File: src/hbibs_pkg.sv
// Purpose: shared constants for the host bus port with bank select
// Assumes: 20 MHz system clock, 8-bit host data, 4 host address lines
// Notes: register indices are unified internal selects, not host addresses
package hbibs_pkg;
	localparam int DATA_W = 8;
	localparam int ADDR_W = 4;
	// internal register select: {bank, index[3:0]} gives 32 slots
	localparam int SEL_W = 5;
	// operating-mode register: demux address and muxed address
	localparam logic [3:0] OPMODE_DMX_ADDR = 4'ha;
	localparam logic [3:0] OPMODE_MUX_ADDR = 4'h4;
	localparam logic [4:0] OPMODE_SEL = 5'h0a;
	localparam int BANK_BIT_POS = 0;
	localparam logic [7:0] OPMODE_RESET = 8'h00;
	// select range taken by the muxed map: banks folded by address
	localparam logic [4:0] MUX_INIT_BASE = 5'h10;
	// bus styles
	typedef enum logic [1:0] {
		HBIBS_STYLE_STROBE_DIR = 2'b00,
		HBIBS_STYLE_SEP_STROBE = 2'b01,
		HBIBS_STYLE_MUXED = 2'b10
	} hbibs_style_t;
	// access directions per register
	localparam logic [1:0] ACC_RO = 2'b01;
	localparam logic [1:0] ACC_WO = 2'b10;
	localparam logic [1:0] ACC_RW = 2'b11;
endpackage

File: src/hbibs_port.sv
// Purpose: 8-bit parallel host port with style detection and bank select
// Assumes: host pins asynchronous to clk, sampled by two flip-flops
// Notes: strobes are edge detected after sync, so a strobe must last >3 clk
//
// Function
// - register and fifo data move over an 8-bit two-way data bus
// - four address lines select the register being accessed
// - latch pin high, low or toggling picks the bus style
// - two pins are read/write strobes or data strobe plus direction
// - muxed mode uses even addresses; address bit zero forced low
// - muxed and demuxed modes use different address maps
// - demuxed select is bank bit joined with four address lines
// - bank bit one reaches the initialization bank
// - bank bit zero reaches the operational bank
// - operating-mode register sits at one address in both banks
// - each register allows only its supported access directions
// - every register and fifo except slot 26 (bank one, address a) is reachable through this port
// - any latch edge locks muxed mode until hardware reset
`timescale 1ns/1ns
module hbibs_port #(
	parameter int NREG = 32
) (
	// clock and hardware reset
	input wire logic clk,
	input wire logic rst,
	// host bus pins
	input wire logic chip_sel_n,
	input wire logic addr_latch,
	input wire logic [3:0] addr_in,
	input wire logic pin_rd_n,
	input wire logic pin_wr_n,
	input wire logic [7:0] data_in,
	output logic [7:0] data_out,
	output logic data_oe,
	// fifo side
	output logic fifo_push,
	output logic fifo_pop,
	input wire logic [7:0] fifo_rdata,
	// status
	output logic [1:0] bus_style,
	output logic register_bank_select_bit
);
	// synchronised pins; stage zero is read only by stage one
	logic [1:0] ale_s_r;
	logic [1:0] cs_s_r;
	logic [1:0] rd_s_r;
	logic [1:0] wr_s_r;
	logic [3:0] a0_s_r;
	logic [3:0] a1_s_r;
	logic [7:0] d0_s_r;
	logic [7:0] d1_s_r;
	// latch pin history, strap and mode lock
	logic ale_d_r;
	logic ale_edge;
	logic strap_r;
	logic strap_taken_r;
	logic muxed_r;
	// address decode and access strobes
	logic [3:0] mux_addr_r;
	logic [4:0] sel;
	logic [3:0] eff_addr;
	logic rd_act;
	logic wr_act;
	logic rd_act_d_r;
	logic wr_act_d_r;
	logic rd_stb;
	logic wr_stb;
	logic [7:0] rdata;
	hbibs_pkg::hbibs_style_t style;

	// latch sync runs through reset too, so the strap has settled
	// by release; a reset value here would fake an edge afterwards
	always_ff @(posedge clk) begin
		ale_s_r <= {ale_s_r[0], addr_latch};
	end

	// strobe syncs park at the idle level: no access during reset
	always_ff @(posedge clk) begin
		if (rst) begin
			cs_s_r <= 2'b11;
			rd_s_r <= 2'b11;
			wr_s_r <= 2'b11;
		end else begin
			cs_s_r <= {cs_s_r[0], chip_sel_n};
			rd_s_r <= {rd_s_r[0], pin_rd_n};
			wr_s_r <= {wr_s_r[0], pin_wr_n};
		end
	end

	// address and data take the same two stages as the strobes,
	// so they line up with the strobe that qualifies them
	always_ff @(posedge clk) begin
		if (rst) begin
			a0_s_r <= 4'h0;
			a1_s_r <= 4'h0;
			d0_s_r <= 8'h00;
			d1_s_r <= 8'h00;
		end else begin
			a0_s_r <= addr_in;
			a1_s_r <= a0_s_r;
			d0_s_r <= data_in;
			d1_s_r <= d0_s_r;
		end
	end

	// latch history follows the pin through reset as well
	always_ff @(posedge clk) begin
		ale_d_r <= ale_s_r[1];
	end
	assign ale_edge = ale_s_r[1] != ale_d_r;

	// strap caught at first clock after reset release
	always_ff @(posedge clk) begin
		if (rst) begin
			strap_taken_r <= 1'b0;
		end else begin
			strap_taken_r <= 1'b1;
		end
	end

	// strap value frozen once taken; later latch levels do not count
	always_ff @(posedge clk) begin
		if (rst) begin
			strap_r <= 1'b0;
		end else if (!strap_taken_r) begin
			strap_r <= ale_s_r[1];
		end
	end

	// any latch edge locks muxed mode; only reset clears it
	always_ff @(posedge clk) begin
		if (rst) begin
			muxed_r <= 1'b0;
		end else if (strap_taken_r && ale_edge) begin
			muxed_r <= 1'b1;
		end
	end

	// muxed address taken from data lines at latch falling edge
	always_ff @(posedge clk) begin
		if (rst) begin
			mux_addr_r <= 4'h0;
		end else if (ale_d_r && !ale_s_r[1]) begin
			mux_addr_r <= {d1_s_r[3:1], 1'b0};
		end
	end

	always_comb begin
		if (muxed_r) begin
			style = hbibs_pkg::HBIBS_STYLE_MUXED;
		end else if (strap_r) begin
			style = hbibs_pkg::HBIBS_STYLE_STROBE_DIR;
		end else begin
			style = hbibs_pkg::HBIBS_STYLE_SEP_STROBE;
		end
	end
	assign bus_style = style;

	// pin meaning depends on style: in strobe-dir style rd pin is data strobe, wr pin direction
	always_comb begin
		if (style == hbibs_pkg::HBIBS_STYLE_STROBE_DIR) begin
			rd_act = !cs_s_r[1] && !rd_s_r[1] && wr_s_r[1];
			wr_act = !cs_s_r[1] && !rd_s_r[1] && !wr_s_r[1];
		end else begin
			rd_act = !cs_s_r[1] && !rd_s_r[1];
			wr_act = !cs_s_r[1] && !wr_s_r[1];
		end
	end

	// one access per strobe: act on the leading edge only
	always_ff @(posedge clk) begin
		if (rst) begin
			rd_act_d_r <= 1'b0;
			wr_act_d_r <= 1'b0;
		end else begin
			rd_act_d_r <= rd_act;
			wr_act_d_r <= wr_act;
		end
	end
	assign rd_stb = rd_act && !rd_act_d_r;
	// write data taken at trailing edge-free point: leading edge plus sync
	assign wr_stb = wr_act && !wr_act_d_r;

	// map: muxed map uses address bits 3..1, bank from bit 3
	always_comb begin
		eff_addr = muxed_r ? mux_addr_r : a1_s_r;
		if (muxed_r) begin
			if (eff_addr == hbibs_pkg::OPMODE_MUX_ADDR) begin
				sel = hbibs_pkg::OPMODE_SEL;
			end else begin
				sel = {eff_addr[3], 1'b0, eff_addr[2:0]};
			end
		end else if (eff_addr == hbibs_pkg::OPMODE_DMX_ADDR) begin
			sel = hbibs_pkg::OPMODE_SEL;
		end else begin
			// bank one is init bank, bank zero operational
			sel = {register_bank_select_bit, eff_addr};
		end
	end

	hbibs_regfile #(
		.NREG(NREG)
	) u_regs (
		.clk(clk),
		.rst(rst),
		.sel(sel),
		.wr_stb(wr_stb),
		.rd_stb(rd_stb),
		.wdata(d1_s_r),
		.rdata(rdata),
		.fifo_push(fifo_push),
		.fifo_pop(fifo_pop),
		.fifo_rdata(fifo_rdata),
		.bank_sel(register_bank_select_bit)
	);

	// drive the bus while the host holds a read
	always_ff @(posedge clk) begin
		if (rst) begin
			data_oe <= 1'b0;
		end else begin
			data_oe <= rd_act;
		end
	end
	assign data_out = rdata;
endmodule

File: src/hbibs_regfile.sv
// Purpose: register and fifo window behind the host bus port
// Assumes: one-cycle write strobe and read strobe from the port logic
// Notes: access rights come from a constant table; illegal direction ignored
`timescale 1ns/1ns
module hbibs_regfile #(
	parameter int NREG = 32
) (
	// clock and reset
	input wire logic clk,
	input wire logic rst,
	// access from port logic
	input wire logic [4:0] sel,
	input wire logic wr_stb,
	input wire logic rd_stb,
	input wire logic [7:0] wdata,
	output logic [7:0] rdata,
	// fifo side
	output logic fifo_push,
	output logic fifo_pop,
	input wire logic [7:0] fifo_rdata,
	// operating-mode bank select bit
	output logic bank_sel
);
	logic [7:0] mem_r [NREG];
	logic [1:0] acc;
	logic is_fifo;

	// access rights: slot 1 and 17 are read only status, 2 is write only
	always_comb begin
		case (sel)
		5'h01, 5'h11: acc = hbibs_pkg::ACC_RO;
		5'h02: acc = hbibs_pkg::ACC_WO;
		default: acc = hbibs_pkg::ACC_RW;
		endcase
	end

	// slot 0 of each bank is the fifo data port
	assign is_fifo = (sel[3:0] == 4'h0);
	assign fifo_push = wr_stb && is_fifo && acc[1];
	assign fifo_pop = rd_stb && is_fifo && acc[0];

	// storage, writes dropped where the slot is read only
	generate
		for (genvar i = 0; i < NREG; i++) begin : g_reg
			always_ff @(posedge clk) begin
				if (rst) begin
					mem_r[i] <= (i == int'(hbibs_pkg::OPMODE_SEL)) ?
						hbibs_pkg::OPMODE_RESET : 8'h00;
				end else if (wr_stb && acc[1] && sel == 5'(i)) begin
					mem_r[i] <= wdata;
				end
			end
		end
	endgenerate

	// read data registered; write-only slots read as zero
	always_ff @(posedge clk) begin
		if (rst) begin
			rdata <= 8'h00;
		end else if (rd_stb) begin
			if (!acc[0]) begin
				rdata <= 8'h00;
			end else if (is_fifo) begin
				rdata <= fifo_rdata;
			end else begin
				rdata <= mem_r[sel];
			end
		end
	end

	assign bank_sel = mem_r[hbibs_pkg::OPMODE_SEL][hbibs_pkg::BANK_BIT_POS];
endmodule

File: config.mk
export PLATFORM = sky130hd
export DESIGN_NAME = hbibs_port
export DESIGN_NICKNAME = d
export VERILOG_FILES = /design/src/hbibs_pkg.sv /design/src/hbibs_port.sv /design/src/hbibs_regfile.sv
export SDC_FILE = /design/constraint.sdc
export NUM_CORES = 1
export LEC_CHECK = 0
export BUFFER_PORTS_ARGS = -buffer_cell sky130_fd_sc_hd__buf_4
export CAP_MARGIN = 40
export CORE_MARGIN = 2
export CORE_UTILIZATION = 62
export CTS_BUF_LIST = sky130_fd_sc_hd__clkbuf_4 sky130_fd_sc_hd__clkbuf_8 sky130_fd_sc_hd__clkbuf_16
export DETAILED_ROUTE_END_ITERATION = 10
export HOLD_SLACK_MARGIN = 0.03
export PLACE_DENSITY = 0.76
export SLEW_MARGIN = 25
export SYNTH_ARGS = -nofsm -noshare
export SYNTH_HDL_FRONTEND = slang
export SYNTH_SLANG_ARGS = --single-unit
File: constraint.sdc
create_clock -name clk -period 3.1 [get_ports clk]
set_input_delay 0.93 -clock clk [delete_from_list [all_inputs] [get_ports clk]]
set_output_delay 0.93 -clock clk [all_outputs]
set_load 0.005 [all_outputs]
==> impl_metrics.yaml, run 1 <==
global_routing:
  grt_use_total_pct: 30.1
  grt_max_degree: 53
  gr-total-overflow: 0
  grt_pass1_wl_um: 53200
  antenna_found_initial: 0
  grt_pass1_vias: 9104
sta:
  setup-tns-final_ns: 0
  setup_violations: 0
  rsz0062_at_grt: "no"
  slew_viol_final: 0
  max_freq_ghz: 0.333
  worst_clock_skew_ns: 0.00688
  timing.hold.ws_ns: 0.326
  period_share_pct: 97.0
  hold_violations: 0
  fin_crit_ns: 3.01
  slew_headroom_pct: 47.4
  tightest_slew_ns: 0.781
worst_setup_path:
  crit_family: "simple AND/OR/NAND/NOR gates"
  crit_buf_inv: 1
  cp_max_fo: 13
  timing.critical_path.slowest_stage_cell: "a2111oi_4"
  path_cells: "nor2b_1, a2111oi_4, nand2_1, nor2_2, buf_4"
  arrival_ns: 2.08
  crit_type: "flip-flop to output port"
  max_stage_delay_ns: 0.45
  end_kind: "output port"
  required_ns: 2.17
  crit_path_start_kind: "flip-flop"
clock_network:
  cts_setup_buffers: 0
  cts_made_buffers: 30
  clkTransAtPathRegs_ns: 0.06
  h-tree-depth: 1
  ctsHoldBuffers: 0
  clk_latency_ns: 0.55
  post_cts_resized: 5
  cts_tree: "done"
  cts.path.max_buffers: 3
  cts.sinks: 304
  clock-root-buffer: "clkbuf_16"
routing:
  vias: 9134
  wirelength_um: 34700
  via_per_inst: 6.16
  wire_per_inst_um: 23.4
  dr.pass1.iters: 5
  drc: 0
  drt_iter0_markers: 1304
  drtAntennaViolNets: 0
cells_and_area:
  syn_to_final_growth_pct: 15.5
  final_cell_mix: "255 x edfxtp_1, 233 x and2_1, 101 x buf_4"
  final_common_cell: "edfxtp_1"
  antenna_cells: 0
  nets: 1206
  final_layout_size_suffix_gt1_share_pct: 17.4
pwr:
  leakage_nw: 5.80
  ir_drop_mv: 0.506
  power_density_mw_per_mm2: 594
yosys:
  async_flop_share_pct: 0
  synth_cell_types: 59
  avgSynthCellArea_um2: 12.4
  yosys_warnings: 0
  ys.flop_type: "edfxtp_1"
  ys_seq_area_share_pct: 63.7
  netlist_area_mm2: 0.0136
  synth_edf_count: 255
  ys_ff_latch: 304
  synthCells: 1096
die:
  die_area_mm2: 0.0231
  die_h_um: 152
  coreArea_mm2: 0.0216
  initial_core_util_pct: 62.7
  rows: 54
  ios: 40
  dieWidth_um: 152
placement:
  port_buffers: 39
  dp_hpwl_um: 23000
  place_congestion: 0.897
job:
  max_cap_violations: 0
status:
  outcome: "completed"
hold_path:
  hp-class: "flip-flop to flip-flop"
[cells by family after synthesis]
kind of cell / after synthesis / synth area share (%)
AO/OA/AOI/OAI: 151 / 7.59
adder cells (fa/ha/maj): 1 / 0.0923
buffers and inverters: 83 / 2.68
flip-flops: 304 / 63.7
multiplexers: 59 / 5.87
other: 1 / 0.0277
AND/OR/NAND/NOR: 497 / 20.0
[final timing paths]
check | depth (start not counted) | slack, ns | from | endpoint
hold / removal | 0 | 0.33 | ale_s_r[0] | ale_s_r[1]
setup reg to reg | 7 | 0.40 | muxed_r | u_regs.mem_r[15][0]
setup / recovery | 5 | 0.09 | muxed_r | fifo_push
hold reg to reg | 0 | 0.33 | ale_s_r[0] | ale_s_r[1]
[final cells by class]
| type | count | area [µm²] |
|---|---|---|
| Multi-Input combinational cell | 732 | 4700 |
| Sequential cell | 304 | 8650 |
| Fill cell | 1448 | 5960 |
| Clock buffer | 38 | 911 |
| Inverter | 4 | 15.0 |
| Tap cell | 280 | 350 |
| Timing Repair Buffer | 107 | 856 |
| Clock inverter | 18 | 184 |
[metal layers]
| layer | vias up | track usage [%] | routed length (µm) |
|---|---|---|---|
| met1 | 4387 | 41.5 | 13600 |
| met3 | 103 | 5.82 | 3540 |
| met2 | 555 | 48.4 | 16300 |
| met4 | 0 | 11.1 | 1340 |
| li1 | 4089 | - | - |
| met5 | - | 0 | 0 |
[power breakdown]
part	leakage, nW	switching (W)	internal, W	total (W)
clock	0.550	0.00153	0.00240	0.00393
sequential	3.03	0.0000771	0.00457	0.00465
combinational	2.22	0.000464	0.000262	0.000726
total	5.80	0.00207	0.00723	0.00930
[state kept, by name, indices dropped and copies added (netlist names)]
register and cells:
muxed_r 1, u_regs.mem_r 255, wr_act_d_r 1, d0_s_r 8, d1_s_r 8, strap_taken_r 1, strap_r 1, a1_s_r 4
a0_s_r 4, cs_s_r 2, rd_s_r 2, mux_addr_r 3, wr_s_r 2, ale_d_r 1, ale_s_r 2, u_regs.rdata 8
data_oe 1
[cells in the mapped netlist, types with 2 or more instances]
cell,instances,share of area (%)
o221ai_1,13,0.84
mux4_2,16,2.7
o32a_1,2,0.15
mux2i_1,39,2.9
a221oi_1,9,0.58
mux2_2,4,0.33
nor2_1,68,1.9
a211oi_1,7,0.39
a21oi_1,15,0.55
nand4_1,3,0.14
edfxtp_1,255,56
buf_4,4,0.22
a31oi_1,13,0.60
o2111ai_1,4,0.26
nand3b_1,2,0.11
dfxtp_1,49,7.2
or4_4,2,0.17
nor3_1,13,0.48
clkbuf_1,54,1.5
buf_6,2,0.17
a22oi_1,11,0.61
o32ai_1,2,0.13
buf_2,17,0.63
nor4_1,7,0.32
buf_1,2,0.055
nand3_1,23,0.85
inv_1,3,0.083
or2_2,8,0.37
or3_1,6,0.28
and2_1,233,11
o211ai_1,2,0.11
nor2b_1,35,1.6
o21ai_0,51,1.9
o22ai_1,4,0.18
nand2_1,85,2.4
o31ai_1,5,0.28
nand2b_1,6,0.28
[through the flow]
step	cells	instance area (µm²)	setup slack, ns	power, W	utilization (%)
floorplan	1119	13600	0.506	0.00511	-
global placement	1424	14500	0.378	0.00541	67.0
detailed placement	1427	14500	0.219	0.00543	67.2
CTS	1483	15700	0.00730	0.00931	72.4
global route	1483	15700	0.0172	0.00952	72.4
finish	1483	15700	0.0930	0.00930	72.4
Note: power is estimated with default switching activity, not from simulation.
==> inputs of run 2 (changes only) <==
--- a/config.mk
+++ b/config.mk
@@ -8,11 +8,12 @@
 export BUFFER_PORTS_ARGS = -buffer_cell sky130_fd_sc_hd__buf_4
 export CAP_MARGIN = 40
 export CORE_MARGIN = 2
-export CORE_UTILIZATION = 62
+export CORE_UTILIZATION = 60
 export CTS_BUF_LIST = sky130_fd_sc_hd__clkbuf_4 sky130_fd_sc_hd__clkbuf_8 sky130_fd_sc_hd__clkbuf_16
 export DETAILED_ROUTE_END_ITERATION = 10
 export HOLD_SLACK_MARGIN = 0.03
-export PLACE_DENSITY = 0.76
+export MAX_ROUTING_LAYER = met4
+export PLACE_DENSITY = 0.74
 export SLEW_MARGIN = 25
 export SYNTH_ARGS = -nofsm -noshare
 export SYNTH_HDL_FRONTEND = slang
==> run 2 against run 1 <==
  * Worst setup slack lost 0.034 ns
  * Utilization shrank 2.2 points
  * Clock skew grew 0.019 ns
  * Largest cell class unchanged
  * Sequential share of layout area shrank 0.36 points
  * Highest routed layer unchanged
==> impl_metrics.yaml, run 2 (same netlist as run 1, synthesis figures left out) <==
sta:
  hold_violations: 0
  rsz0062_at_grt: "no"
  tightest_slew_ns: 0.686
  setup-tns-final_ns: 0
  slew_headroom_pct: 54.2
  period_share_pct: 98.1
  max_freq_ghz: 0.329
  slew_viol_final: 0
  setup_violations: 0
  worst_clock_skew_ns: 0.0263
  fin_crit_ns: 3.04
clock_network:
  cts.path.max_buffers: 3
  h-tree-depth: 1
  clock-root-buffer: "clkbuf_16"
  clkTransAtPathRegs_ns: 0.06
  clk_latency_ns: 0.58
  cts.sinks: 304
  cts_tree: "done"
  cts_made_buffers: 31
die:
  initial_core_util_pct: 60.4
  ios: 40
  coreArea_mm2: 0.0224
  rows: 55
  die_h_um: 154
  die_area_mm2: 0.0238
  dieWidth_um: 154
cells_and_area:
  top_register: "u_regs.mem_r"
  largest_reg_flops: 255
  syn_to_final_growth_pct: 16.3
  fin_util_pct: 70.3
  nets: 1212
  antenna_cells: 0
  final_layout_size_suffix_gt1_share_pct: 18.3
  final_common_cell: "edfxtp_1"
  final_cell_mix: "255 x edfxtp_1, 233 x and2_1, 105 x buf_4"
  stdcell_area_mm2: 0.0158
pwr:
  p_sw_share_pct: 22.1
  ir_drop_mv: 0.451
  clkPwrFrac_pct: 42.8
  leakage_nw: 5.85
  power_density_mw_per_mm2: 596
  share_comb_of_total_power_pct: 7.9
  seq_power_share_pct: 49.4
  p_switching_w: 0.00207
  power.internal_w: 0.00732
worst_setup_path:
  r2r_end: "u_regs.mem_r[31][2]"
  timing.critical_path.slowest_stage_cell: "dfxtp_4"
  max_stage_delay_ns: 0.38
  rr_startpoint: "strap_r"
  required_ns: 2.17
  crit_type: "flip-flop to output port"
  cp_max_fo: 10
  crit_family: "simple AND/OR/NAND/NOR gates"
  end_kind: "output port"
  path_cells: "buf_6, nor2b_2, or2_2, a31o_4, nor2_4, buf_4"
  ff2ff_setup_slack_ns: 0.32
  arrival_ns: 2.11
  ff2ff_path_depth: 7
  crit_buf_inv: 2
  crit_path_start_kind: "flip-flop"
routing:
  wire_per_inst_um: 23.5
  dr.pass1.iters: 6
  drc: 0
  drtAntennaViolNets: 0
  drt_iter0_markers: 1177
  via_per_inst: 6.14
  vias: 9177
  wirelength_um: 35200
hold_path:
  holdCritStartpoint: "ale_s_r[0]"
  worstHoldPathCells: 0
  whs_endpoint: "ale_s_r[1]"
  hp-class: "flip-flop to flip-flop"
placement:
  place_area_mm2: 0.0145
  port_buffers: 39
  dp_hpwl_um: 23200
  place_congestion: 0.950
global_routing:
  grt_pass1_vias: 9052
  antenna_found_initial: 0
  gr-total-overflow: 0
  grt_pass1_wl_um: 53200
  grt_use_total_pct: 30.8
  grt_max_degree: 48
job:
  max_cap_violations: 0
status:
  outcome: "completed"
## run 2: changes by cell type in the layout (fill, tap and decap cells not counted), sizes merged
cell / change
clkbuf: +11
bufinv: -1
inv: +1
clkinv: -9
buf: +5
## run 2: per-stage QoR
step,hold slack (ns),total power (W),instances,setup slack (ns)
2_1_floorplan,0.310,0.00511,1119,0.506
3_3_place_gp,0.313,0.00541,1429,0.305
3_5_place_dp,0.319,0.00543,1433,0.173
4_1_cts,0.333,0.00940,1491,0.0117
5_1_grt,0.338,0.00964,1495,0.00670
6_report,0.328,0.00940,1495,0.0589
## run 2: final cells by class
cell class	instances	area [µm²]
Tap cell	285	357
Sequential cell	304	8650
Inverter	4	15.0
Clock inverter	9	123
Clock buffer	49	1010
Multi-Input combinational cell	732	4720
Fill cell	1556	6670
Timing Repair Buffer	112	892
## run 2: worst max path at each step
stage	startpoint	depth (start not counted)	end	slack [ns]
floorplan	muxed_r	7	u_regs.mem_r[10][0]	0.51
global placement	muxed_r	7	u_regs.rdata[4]	0.31
detailed placement	muxed_r	7	u_regs.mem_r[15][6]	0.17
CTS	muxed_r	7	fifo_pop	0.01
global route	muxed_r	6	fifo_pop	0.007
finish	muxed_r	6	fifo_pop	0.06
## run 2: routing by layer
metal,global-route usage (%),share of wire [%]
met5,-,0
met4,13.0,4.5
met3,4.54,9.7
met2,45.9,45
met1,43.1,41
## run 2: power by group through the flow
stage                     sequential [W]  clock (W)  combinational, W
after floorplan                  0.00469          0          0.000425
after global placement           0.00472          0          0.000696
after detailed placement         0.00472          0          0.000708
after CTS                        0.00464    0.00405          0.000717
after global routing             0.00465    0.00421          0.000786
final                            0.00464    0.00402          0.000740
## run 2: what timing repair did
item | CTS | global route
endpoints found under the setup margin | 2 | 2
resized for setup | 10 | 7
hold buffers | 0 | 0
pin swaps | 0 | 2
hold endpoints to repair | 0 | 0
buffers inserted | 0 | 4
